===== config.mk =====
export PLATFORM = sky130hd
export DESIGN_NAME = dfl_top
export DESIGN_NICKNAME = d
export VERILOG_FILES = /design/src/core/dfl_pkg.sv /design/src/core/dfl_top.sv
export VERILOG_INCLUDE_DIRS = /design/src /design/src/core
export SDC_FILE = /design/constraint.sdc
export NUM_CORES = 1
export LEC_CHECK = 0
export ABC_AREA = 1
export BUFFER_PORTS_ARGS = -buffer_cell sky130_fd_sc_hd__buf_2
export CAP_MARGIN = 20
export CELL_PAD_IN_SITES_DETAIL_PLACEMENT = 0
export CELL_PAD_IN_SITES_GLOBAL_PLACEMENT = 1
export CORE_ASPECT_RATIO = 0.8
export CORE_MARGIN = 3
export CORE_UTILIZATION = 43
export CTS_CLUSTER_SIZE = 14
export DETAILED_ROUTE_END_ITERATION = 8
export PLACE_DENSITY_LB_ADDON = 0.1
export SYNTH_ARGS = -nofsm -noshare
export SYNTH_HDL_FRONTEND = slang
export SYNTH_SLANG_ARGS = --single-unit

===== constraint.sdc =====
create_clock -name sys_clk -period 4.5 [get_ports sys_clk]
set_clock_uncertainty 0.2 [all_clocks]
set_input_delay 0.45 -clock sys_clk [delete_from_list [all_inputs] [get_ports sys_clk]]
set_output_delay 0.45 -clock sys_clk [all_outputs]
set_load 0.01 [all_outputs]

===== src/core/dfl_map.svh =====
// Register offsets, field positions and reset values
`ifndef DFL_MAP_SVH
`define DFL_MAP_SVH
`define DFL_ADDR_W 8
`define DFL_PIX_W 24
`define DFL_OFF_LEN 8'h28
`define DFL_OFF_TALLY 8'h2C
`define DFL_OFF_CTRL 8'h40
`define DFL_LEN_HI 23
`define DFL_LEN_LO 3
`define DFL_DLY_HI 7
`define DFL_DLY_LO 6
`define DFL_HPOL 4
`define DFL_VPOL 3
`define DFL_SEL 0
`define DFL_LEN_RST 21'h000000
`define DFL_TALLY_RST 32'h00000000
`define DFL_DLY_RST 2'h0
`endif


===== src/core/dfl_pkg.sv =====
// Types shared by the frame length and port 0 control block
`include "dfl_map.svh"
package dfl_pkg;
	typedef struct packed
	{
		logic [1:0] sync_delay;
		logic port0_line_sync_polarity;
		logic port0_frame_sync_polarity;
		logic port0_select;
	} dfl_ctrl_t;

	typedef struct packed
	{
		logic hsync;
		logic vsync;
		logic blank;
		logic [`DFL_PIX_W-1:0] data;
	} dfl_timing_t;

	typedef struct packed
	{
		logic hsync;
		logic vsync;
		logic blank;
		logic clk_en;
		logic [`DFL_PIX_W-1:0] data;
	} dfl_port_t;
endpackage


===== src/core/dfl_top.sv =====
// Frame length, base change tally and output port 0 control
//
// Added by the designer: strobed register access.
`timescale 1ns/1ps
`include "dfl_map.svh"
// What this block does
// - Length bits 23:3 are writable and bits 2:0 read as zero.
// - A new length is accepted anytime but used from the next frame, or from the next clock while stopped.
// - A 32-bit tally counts every change of the active base address, except one that meets a tally write in the same clock or comes while stopped.
// - The tally is cleared while the controller is stopped.
// - Port 0 syncs are delayed 0 to 3 clocks by bits 7:6.
// - Bit 4 set makes port 0 line sync active high, else low.
// - Bit 3 set makes port 0 frame sync active high, else low.
// - Port 0 is enabled only while bit 0 is set; it resets clear.
// - Deselected port 0 shows blank and idle sync, data and clock.
// - A change of the select bit acts at once.
// - A queued base is taken only at frame end, else the last kept.
module dfl_top
	import dfl_pkg::*;
(
	input wire logic sys_clk,
	input wire logic rstn,
	input wire logic [`DFL_ADDR_W-1:0] reg_addr,
	input wire logic [31:0] reg_wdata,
	input wire logic reg_wr,
	input wire logic reg_rd,
	output logic [31:0] reg_rdata,
	input wire logic controller_running_status,
	input wire logic frame_fetch_done,
	input wire logic base_queue_pending,
	output logic [23:0] active_frame_length,
	input wire dfl_timing_t timing_in,
	output dfl_port_t port0_out
);

	// ***********************************
	// Helpers
	// ***********************************
	function automatic logic sync_drive(input logic sel, input logic pol,
		input logic raw);
		sync_drive = sel ? (pol ? raw : !raw) : !pol;
	endfunction

	// ***********************************
	// Register file
	// ***********************************
	logic [20:0] length_upper_field;
	logic [20:0] next_length_upper_field;
	logic [20:0] applied_len;
	logic [20:0] next_applied_len;
	logic [31:0] base_change_tally;
	logic [31:0] next_base_change_tally;
	dfl_ctrl_t ctrl;
	dfl_ctrl_t next_ctrl;
	logic [31:0] next_reg_rdata;
	logic wr_len;
	logic wr_tally;
	logic wr_ctrl;
	logic base_switch;

	assign wr_len = reg_wr && (reg_addr == `DFL_OFF_LEN);
	assign wr_tally = reg_wr && (reg_addr == `DFL_OFF_TALLY);
	assign wr_ctrl = reg_wr && (reg_addr == `DFL_OFF_CTRL);
	assign base_switch = frame_fetch_done && base_queue_pending;

	always_comb
	begin
		next_length_upper_field = length_upper_field;
		next_applied_len = applied_len;
		next_base_change_tally = base_change_tally;
		next_ctrl = ctrl;
		if (wr_len)
			next_length_upper_field =
				reg_wdata[`DFL_LEN_HI:`DFL_LEN_LO];
		if (frame_fetch_done || !controller_running_status)
			next_applied_len = length_upper_field;
		if (!controller_running_status)
			next_base_change_tally = `DFL_TALLY_RST;
		else if (wr_tally)
			next_base_change_tally = reg_wdata;
		else if (base_switch)
			next_base_change_tally = base_change_tally + 32'h00000001;
		if (wr_ctrl)
		begin
			next_ctrl.sync_delay = reg_wdata[`DFL_DLY_HI:`DFL_DLY_LO];
			next_ctrl.port0_line_sync_polarity = reg_wdata[`DFL_HPOL];
			next_ctrl.port0_frame_sync_polarity = reg_wdata[`DFL_VPOL];
			next_ctrl.port0_select = reg_wdata[`DFL_SEL];
		end
		next_reg_rdata = 32'h00000000;
		if (reg_rd)
		begin
			unique case (reg_addr)
				`DFL_OFF_LEN:
					next_reg_rdata = {8'h00, length_upper_field, 3'h0};
				`DFL_OFF_TALLY:
					next_reg_rdata = base_change_tally;
				`DFL_OFF_CTRL:
					next_reg_rdata = {24'h000000, ctrl.sync_delay, 1'b0,
						ctrl.port0_line_sync_polarity,
						ctrl.port0_frame_sync_polarity, 2'h0,
						ctrl.port0_select};
				default:
					next_reg_rdata = 32'h00000000;
			endcase
		end
	end

	always_ff @(posedge sys_clk or negedge rstn)
	begin
		if (!rstn)
		begin
			length_upper_field <= `DFL_LEN_RST;
			applied_len <= `DFL_LEN_RST;
			base_change_tally <= `DFL_TALLY_RST;
			ctrl <= '0;
			reg_rdata <= 32'h00000000;
		end
		else
		begin
			length_upper_field <= next_length_upper_field;
			applied_len <= next_applied_len;
			base_change_tally <= next_base_change_tally;
			ctrl <= next_ctrl;
			reg_rdata <= next_reg_rdata;
		end
	end

	assign active_frame_length = {applied_len, 3'h0};

	// ***********************************
	// Port 0 output path
	// ***********************************
	logic [2:0] h_pipe;
	logic [2:0] v_pipe;
	logic [2:0] next_h_pipe;
	logic [2:0] next_v_pipe;
	dfl_port_t next_port0_out;
	logic h_tap;
	logic v_tap;
	logic sel;

	assign sel = ctrl.port0_select;

	always_comb
	begin
		next_h_pipe = {h_pipe[1:0], timing_in.hsync};
		next_v_pipe = {v_pipe[1:0], timing_in.vsync};
		unique case (ctrl.sync_delay)
			2'h0:
			begin
				h_tap = timing_in.hsync;
				v_tap = timing_in.vsync;
			end
			2'h1:
			begin
				h_tap = h_pipe[0];
				v_tap = v_pipe[0];
			end
			2'h2:
			begin
				h_tap = h_pipe[1];
				v_tap = v_pipe[1];
			end
			2'h3:
			begin
				h_tap = h_pipe[2];
				v_tap = v_pipe[2];
			end
		endcase
		next_port0_out.hsync =
			sync_drive(sel, ctrl.port0_line_sync_polarity, h_tap);
		next_port0_out.vsync =
			sync_drive(sel, ctrl.port0_frame_sync_polarity, v_tap);
		next_port0_out.blank = sel ? timing_in.blank : 1'b1;
		next_port0_out.clk_en = sel;
		next_port0_out.data = sel ? timing_in.data : '0;
	end

	always_ff @(posedge sys_clk or negedge rstn)
	begin
		if (!rstn)
		begin
			h_pipe <= 3'h0;
			v_pipe <= 3'h0;
			port0_out <= {1'b1, 1'b1, 1'b1, 1'b0, 24'h000000};
		end
		else
		begin
			h_pipe <= next_h_pipe;
			v_pipe <= next_v_pipe;
			port0_out <= next_port0_out;
		end
	end
endmodule


==> results of run 1 <==
[power breakdown]
part           switching [uW]  total [uW]  internal [uW]
logic                     123         208           85.3
clock network             589        1430            837
registers                28.1        1370           1340
[worst max path at each step]
| stage | from | to | cells past startpoint |
|---|---|---|---|
| 6_report | reg_addr[1] | reg_rdata[6] | 10 |
| 5_1_grt | reg_addr[0] | reg_rdata[4] | 10 |
| 4_1_cts | reg_addr[0] | reg_rdata[6] | 10 |
| 3_5_place_dp | reg_addr[1] | reg_rdata[6] | 10 |
| 3_3_place_gp | reg_addr[0] | reg_rdata[6] | 10 |
| 2_1_floorplan | reg_addr[4] | base_change_tally[0] | 8 |
[flip-flops by register name (all words and copies together), names as in the netlist]
register            flops
v_pipe                  3
applied_len            21
reg_rdata              32
port0_out              28
h_pipe                  3
ctrl                    4
length_upper_field     21
sel                     1
base_change_tally      32
[cell families after synthesis]
logic type | after synthesis
buffers and inverters | 114
flip-flops | 145
XOR/XNOR | 8
AND/OR/NAND/NOR | 485
other | 1
multiplexers | 20
AO/OA/AOI/OAI | 78
adder cells (fa/ha/maj) | 1
[synth_stat cells (all sizes together)]
cell type / n / area share, %
or2: 3 / 0.27
buf: 22 / 2.5
nand3b: 4 / 0.43
nor2: 119 / 7.6
nand4: 1 / 0.089
o21ai: 51 / 3.6
and2: 3 / 0.27
o211ai: 6 / 0.64
mux2: 20 / 4.2
nor4: 1 / 0.30
dfrtp: 142 / 51
a21oi: 20 / 1.4
xor2: 5 / 0.63
dfstp: 3 / 1.1
conb: 1 / 0.054
ha: 1 / 0.18
nand3: 46 / 3.4
inv: 82 / 4.4
xnor2: 3 / 0.38
clkbuf: 10 / 0.55
nand2: 308 / 17
o22ai: 1 / 0.089
[final cells by class]
cell class / instances / area, um2 / share of cell area (%)
clock inverter: 14 / 154 / 1.78
inverter: 82 / 308 / 3.56
tap: 215 / 269 / 3.11
sequential: 145 / 3630 / 42.0
clock buffer: 18 / 439 / 5.07
multi-input combinational: 595 / 2860 / 33.0
timing repair buffer: 177 / 998 / 11.5
[repair_timing]
| action | 4_1_cts | 5_1_grt |
|---|---|---|
| endpoints found under the setup margin | 0 | 0 |
| hold buffers | 18 | 0 |
| endpoints found under the hold margin | 103 | 0 |
[through the flow]
stage | instance area (um2) | setup slack [ns] | util [%] | total power, uW | hold WS (ns)
3_3_place_gp | 7870 | 1.78 | 49.7 | 1590 | 0.156
4_1_cts | 8640 | 2.15 | 54.5 | 3030 | 0.000852
3_5_place_dp | 7870 | 1.71 | 49.7 | 1590 | 0.161
6_report | 8660 | 2.13 | 54.6 | 3000 | 0.0132
5_1_grt | 8660 | 1.88 | 54.6 | 3120 | 0.00480
2_1_floorplan | 7010 | 2.89 | - | 1490 | -0.0456
[routing by layer]
metal / up-vias / part of all wire [%] / track usage, %
met1: 2718 / 51 / 33.4
met3: 13 / 6.4 / 5.85
li1: 2987 / - / -
met2: 163 / 42 / 31.5
met4: 0 / 0.72 / 4.67
met5: - / 0 / 0
[worst max-delay path, stage by stage]
cell,delay (ns)
buf_2,0.09
inv_1,0.06
nand2_1,0.09
nor2_1,0.14
nand3_1,0.54
inv_1,0.78
nand2_1,0.13
o211ai_1,0.12
nand2_1,0.07
inv_1,0.05
==> impl_metrics.json, run 1 <==
{
  "synth.mux.area_fraction_pct": 4.18,
  "cts.sinks": 145,
  "crit_required_ns": 4.67,
  "hold_viol": 0,
  "mostFrequentLayoutCells": "nand2_1 (296), buf_2 (153), dfrtp_1 (142)",
  "drive_above_1_share_pct": 24.4,
  "dr.pass1.iters": 5,
  "final_common_cell": "nand2_1",
  "routed_via_density": 4.72,
  "place_inst": 1195,
  "die_x_um": 149,
  "cts_root_buf": "clkbuf_16",
  "rows": 41,
  "syn_avg_cell_area_um2": 8.22,
  "io_buffers": 154,
  "ys_seq_area_share_pct": 51.9,
  "cts_tree": "done",
  "powerDensity_nw_per_um2": 347,
  "cp-start-kind": "input port",
  "worstSetupPathType": "input port to register",
  "cp_max_fo": 21,
  "finalMaxSlewViolations": 0,
  "setup-tns-final_ns": 0,
  "p_leak_uw": 0.00470,
  "worstMarginPinSlew_ns": 1.03,
  "synth_compound_area_share_pct": 5.81,
  "fmax_mhz": 422,
  "endpoint_kind": "register",
  "grt_antenna_before_repair": 0,
  "ant_nets": 0,
  "syn2layout_area_growth_pct": 23.6,
  "grt-ovfl-total": 0,
  "cts_max_level": 4,
  "pin_count": 158,
  "core_um2": 15900,
  "setup_viol": 0,
  "slew_headroom_pct": 31.6,
  "r2r_slack_ns": 2.57,
  "grt_usage_pct": 22.0,
  "hold_start": "timing_in[9]",
  "grt_first_pass_wirelength_mm": 30.5,
  "ys_ff_latch": 145,
  "maxCapViolCount": 0,
  "die_h_um": 120,
  "start_util_pct": 44.2,
  "dr.first_iter.drc_count": 255,
  "worstSkewPairLatency_ns": 0.43,
  "synthXorXnorAreaFrac_pct": 1.00,
  "grt_setup_unrepaired": "false",
  "grt_max_degree": 89,
  "clockBufferDepth": 2,
  "yosys_warnings": 0,
  "hold_path_end": "port0_out[9]",
  "wire_per_inst_um": 15.2,
  "grt_pass1_vias": 5578,
  "netlist_area_um2": 7000,
  "wirelength_mm": 18.9,
  "antenna_cells": 0,
  "synth_fa_ha_area_share_pct": 0.179,
  "dp_hpwl_mm": 13.6,
  "yosys.area_share.simple_pct": 29.4,
  "fillers": 1523,
  "period_needed_ns": 2.37,
  "ys_types": 36,
  "clk_pin_slew_ns": 0.06,
  "gp_congestion": 0.841,
  "final_cells": 1246,
  "reg2regPathDepth": 10,
  "status": "finished clean",
  "period_share_pct": 52.7,
  "cp.arrival_ns": 2.54,
  "cts-buffers-inserted": 17,
  "timing.rr.start": "base_change_tally[0]",
  "min_path_cells": 3,
  "netlist_instances": 852,
  "r2r-end": "base_change_tally[22]",
  "drc": 0,
  "fin_nets": 1093,
  "cts_setup_buffers": 0,
  "cts_resized": 0,
  "hold_class": "input port to register",
  "synth_top_family_by_area": "simple AND/OR/NAND/NOR gates",
  "vias": 5881,
  "ir_drop_uv": 234,
  "dieArea_um2": 17900
}
No activity file was read; power rests on OpenSTA's default activity.
==> run 2, diff against run 1 <==
--- a/config.mk
+++ b/config.mk
@@ -6,14 +6,14 @@
 export SDC_FILE = /design/constraint.sdc
 export NUM_CORES = 1
 export LEC_CHECK = 0
-export ABC_AREA = 1
+export ABC_AREA = 0
 export BUFFER_PORTS_ARGS = -buffer_cell sky130_fd_sc_hd__buf_2
 export CAP_MARGIN = 20
 export CELL_PAD_IN_SITES_DETAIL_PLACEMENT = 0
 export CELL_PAD_IN_SITES_GLOBAL_PLACEMENT = 1
 export CORE_ASPECT_RATIO = 0.8
 export CORE_MARGIN = 3
-export CORE_UTILIZATION = 43
+export CORE_UTILIZATION = 41
 export CTS_CLUSTER_SIZE = 14
 export DETAILED_ROUTE_END_ITERATION = 8
 export PLACE_DENSITY_LB_ADDON = 0.1
==> constraint.sdc (replaced) <==
create_clock -name sys_clk -period 2.3 [get_ports sys_clk]
set_clock_uncertainty 0.2 [all_clocks]
set_input_delay 0.23 -clock sys_clk [delete_from_list [all_inputs] [get_ports sys_clk]]
set_output_delay 0.23 -clock sys_clk [all_outputs]
set_load 0.01 [all_outputs]
==> run 2 against run 1 <==
  * Critical path depth down 5
  * Clock power increased by 90%
  * First-iteration DRC count shrank 27%
  * Critical endpoint is now base_change_tally[31]
  * Largest cell class unchanged
==> impl_metrics.json, run 2 <==
{
  "finalInstanceArea_um2": 8400,
  "synth.top_cell.area_share_pct": 59.5,
  "clk_pin_slew_ns": 0.06,
  "final_common_cell": "buf_2",
  "final_cells": 929,
  "netlist_instances": 492,
  "worstMarginPinSlew_ns": 0.803,
  "synth_fa_ha_area_share_pct": 0.209,
  "grt_first_pass_wirelength_mm": 24.7,
  "die_h_um": 114,
  "fmax_mhz": 452,
  "worstSkewPairLatency_ns": 0.42,
  "multiInputGateArea_um2": 2220,
  "yosys.area.top_type": "dfrtp_1",
  "endpoint_kind": "register",
  "grt-ovfl-total": 0,
  "fillers": 1199,
  "cp-start-kind": "register",
  "syn2layout_area_growth_pct": 40.6,
  "worstSetupPathType": "register to register",
  "drc": 0,
  "yosysMostFrequentCell": "dfrtp_1",
  "pin_count": 158,
  "seqCellArea_um2": 3630,
  "cp.arrival_ns": 2.35,
  "grt_antenna_before_repair": 0,
  "synth.mux.area_fraction_pct": 13.1,
  "cts_root_buf": "clkbuf_16",
  "fin_ws_ns": 0.0855,
  "ys.flop_type": "dfrtp_1",
  "clockBufferDepth": 2,
  "reg_top3": "base_change_tally x32, reg_rdata x32, port0_out x28",
  "ys_types": 42,
  "whs_ns": 0.0403,
  "drive_above_1_share_pct": 37.4,
  "cts.sinks": 145,
  "crit_required_ns": 2.43,
  "dp_hpwl_mm": 10.2,
  "ys_seq_area_share_pct": 60.8,
  "place_inst": 834,
  "synth.top_cells.by_area": "dfrtp_1 (59%), mux2_2 (8.9%), mux2i_1 (3.5%), and2_1 (3.0%), o21ai_0 (2.7%)",
  "ys_ff_latch": 145,
  "ant_nets": 0,
  "synth_common_cells": "dfrtp_1 (142), mux2_2 (47), nor2_1 (34)",
  "setup_viol": 0,
  "wire_per_inst_um": 16.2,
  "cp_max_fo": 8,
  "place_ws_ns": -0.0227,
  "io_buffers": 154,
  "synth_top_family_by_area": "simple AND/OR/NAND/NOR gates",
  "grt_pass1_vias": 4770,
  "cts_tree": "done",
  "cts_max_level": 4,
  "synth_compound_area_share_pct": 6.22,
  "wirelength_mm": 15.0,
  "powerDensity_nw_per_um2": 689,
  "syn_avg_cell_area_um2": 12.1,
  "mostFrequentLayoutCells": "buf_2 (153), dfrtp_1 (142), dlygate4sd3_1 (62)",
  "grt_usage_pct": 19.8,
  "slew_headroom_pct": 46.5,
  "status": "finished clean",
  "finalMaxSlewViolations": 0,
  "placed_area_um2": 7170,
  "netlist_area_um2": 5980,
  "yosys.area_share.simple_pct": 13.3,
  "core_um2": 13900,
  "antenna_cells": 0,
  "synthXorXnorAreaFrac_pct": 3.81,
  "ir_drop_uv": 506,
  "period_needed_ns": 2.21,
  "rows": 38,
  "die_x_um": 141,
  "hold_viol": 0,
  "gp_congestion": 0.807,
  "grt_max_degree": 65,
  "period_share_pct": 96.3,
  "cts-buffers-inserted": 17,
  "setup-tns-final_ns": 0,
  "hold_class": "input port to register",
  "start_util_pct": 43.1,
  "fin_nets": 811,
  "dr.pass1.iters": 5,
  "routed_via_density": 4.96,
  "p_leak_uw": 0.00421,
  "async_flop_share_pct": 100,
  "yosys_warnings": 0,
  "dieArea_um2": 16100,
  "grt_setup_unrepaired": "false",
  "dr.first_iter.drc_count": 187,
  "maxCapViolCount": 0,
  "vias": 4610,
  "synth_edf_count": 0
}
run 2: power breakdown:
part	total, uW	internal, uW	switching [uW]	leakage (uW)
combinational	412	220	193	0.00193
sequential	2660	2620	41.4	0.00199
clock	2720	1710	1010	0.000293
run 2: kinds of logic after synthesis:
| kind of cell | Yosys count |
|---|---|
| xor+xnor | 26 |
| mux | 70 |
| flops | 145 |
| buf+inv | 35 |
| other cells | 1 |
| simple gates | 148 |
| compound gates | 66 |
| fa+ha+maj | 1 |
run 2: area by class of cell:
| cell class | count | share of cell area, % |
|---|---|---|
| Clock buffer | 23 | 5.81 |
| Clock inverter | 9 | 1.25 |
| Inverter | 6 | 0.268 |
| Multi-Input combinational cell | 314 | 26.5 |
| Sequential cell | 145 | 43.2 |
| Tap cell | 180 | 2.68 |
| Timing Repair Buffer | 252 | 20.3 |
run 2: through the flow:
| step | utilization [%] | total power (uW) |
|---|---|---|
| final | 60.5 | 5790 |
| after CTS | 60.4 | 5860 |
| after floorplan | - | 2830 |
| after detailed placement | 51.7 | 3040 |
| after global placement | 51.7 | 3030 |
| after global routing | 60.5 | 6040 |
run 2: routing by layer:
metal / up-vias / global-route usage, % / part of all wire, %
met5: - / 0 / 0
met4: 0 / 6.78 / 1.3
met3: 13 / 3.90 / 4.7
met2: 127 / 31.1 / 47
met1: 2264 / 27.7 / 47
li1: 2206 / - / -
run 2: worst paths after layout:
check	slack (ns)	end	cells past startpoint	startpoint
setup / recovery	0.09	base_change_tally[31]	5	base_change_tally[0]
hold / removal	0.04	base_change_tally[1]	4	base_queue_pending
setup reg to reg	0.09	base_change_tally[31]	5	base_change_tally[0]
hold reg to reg	0.17	h_pipe[1]	0	h_pipe[0]
max in group asynchronous	0.99	port0_out[25]	3	rstn
min in group asynchronous	0.14	port0_out[7]	2	rstn
run 2: timing repair:
action,4_1_cts,5_1_grt
resized for setup,1,1
pin swaps,0,1
cloned,0,0
buffers inserted,0,1
endpoints found under the hold margin,145,0
hold buffers,62,0
setup endpoints to repair,1,4
run 2: worst max-delay path: stages, from the launching register on:
cell and delay (ns):
dfrtp_1 0.40, nand3_1 0.08, or2_2 0.29, or4_4 0.59, or4_1 0.41, a31oi_1 0.17
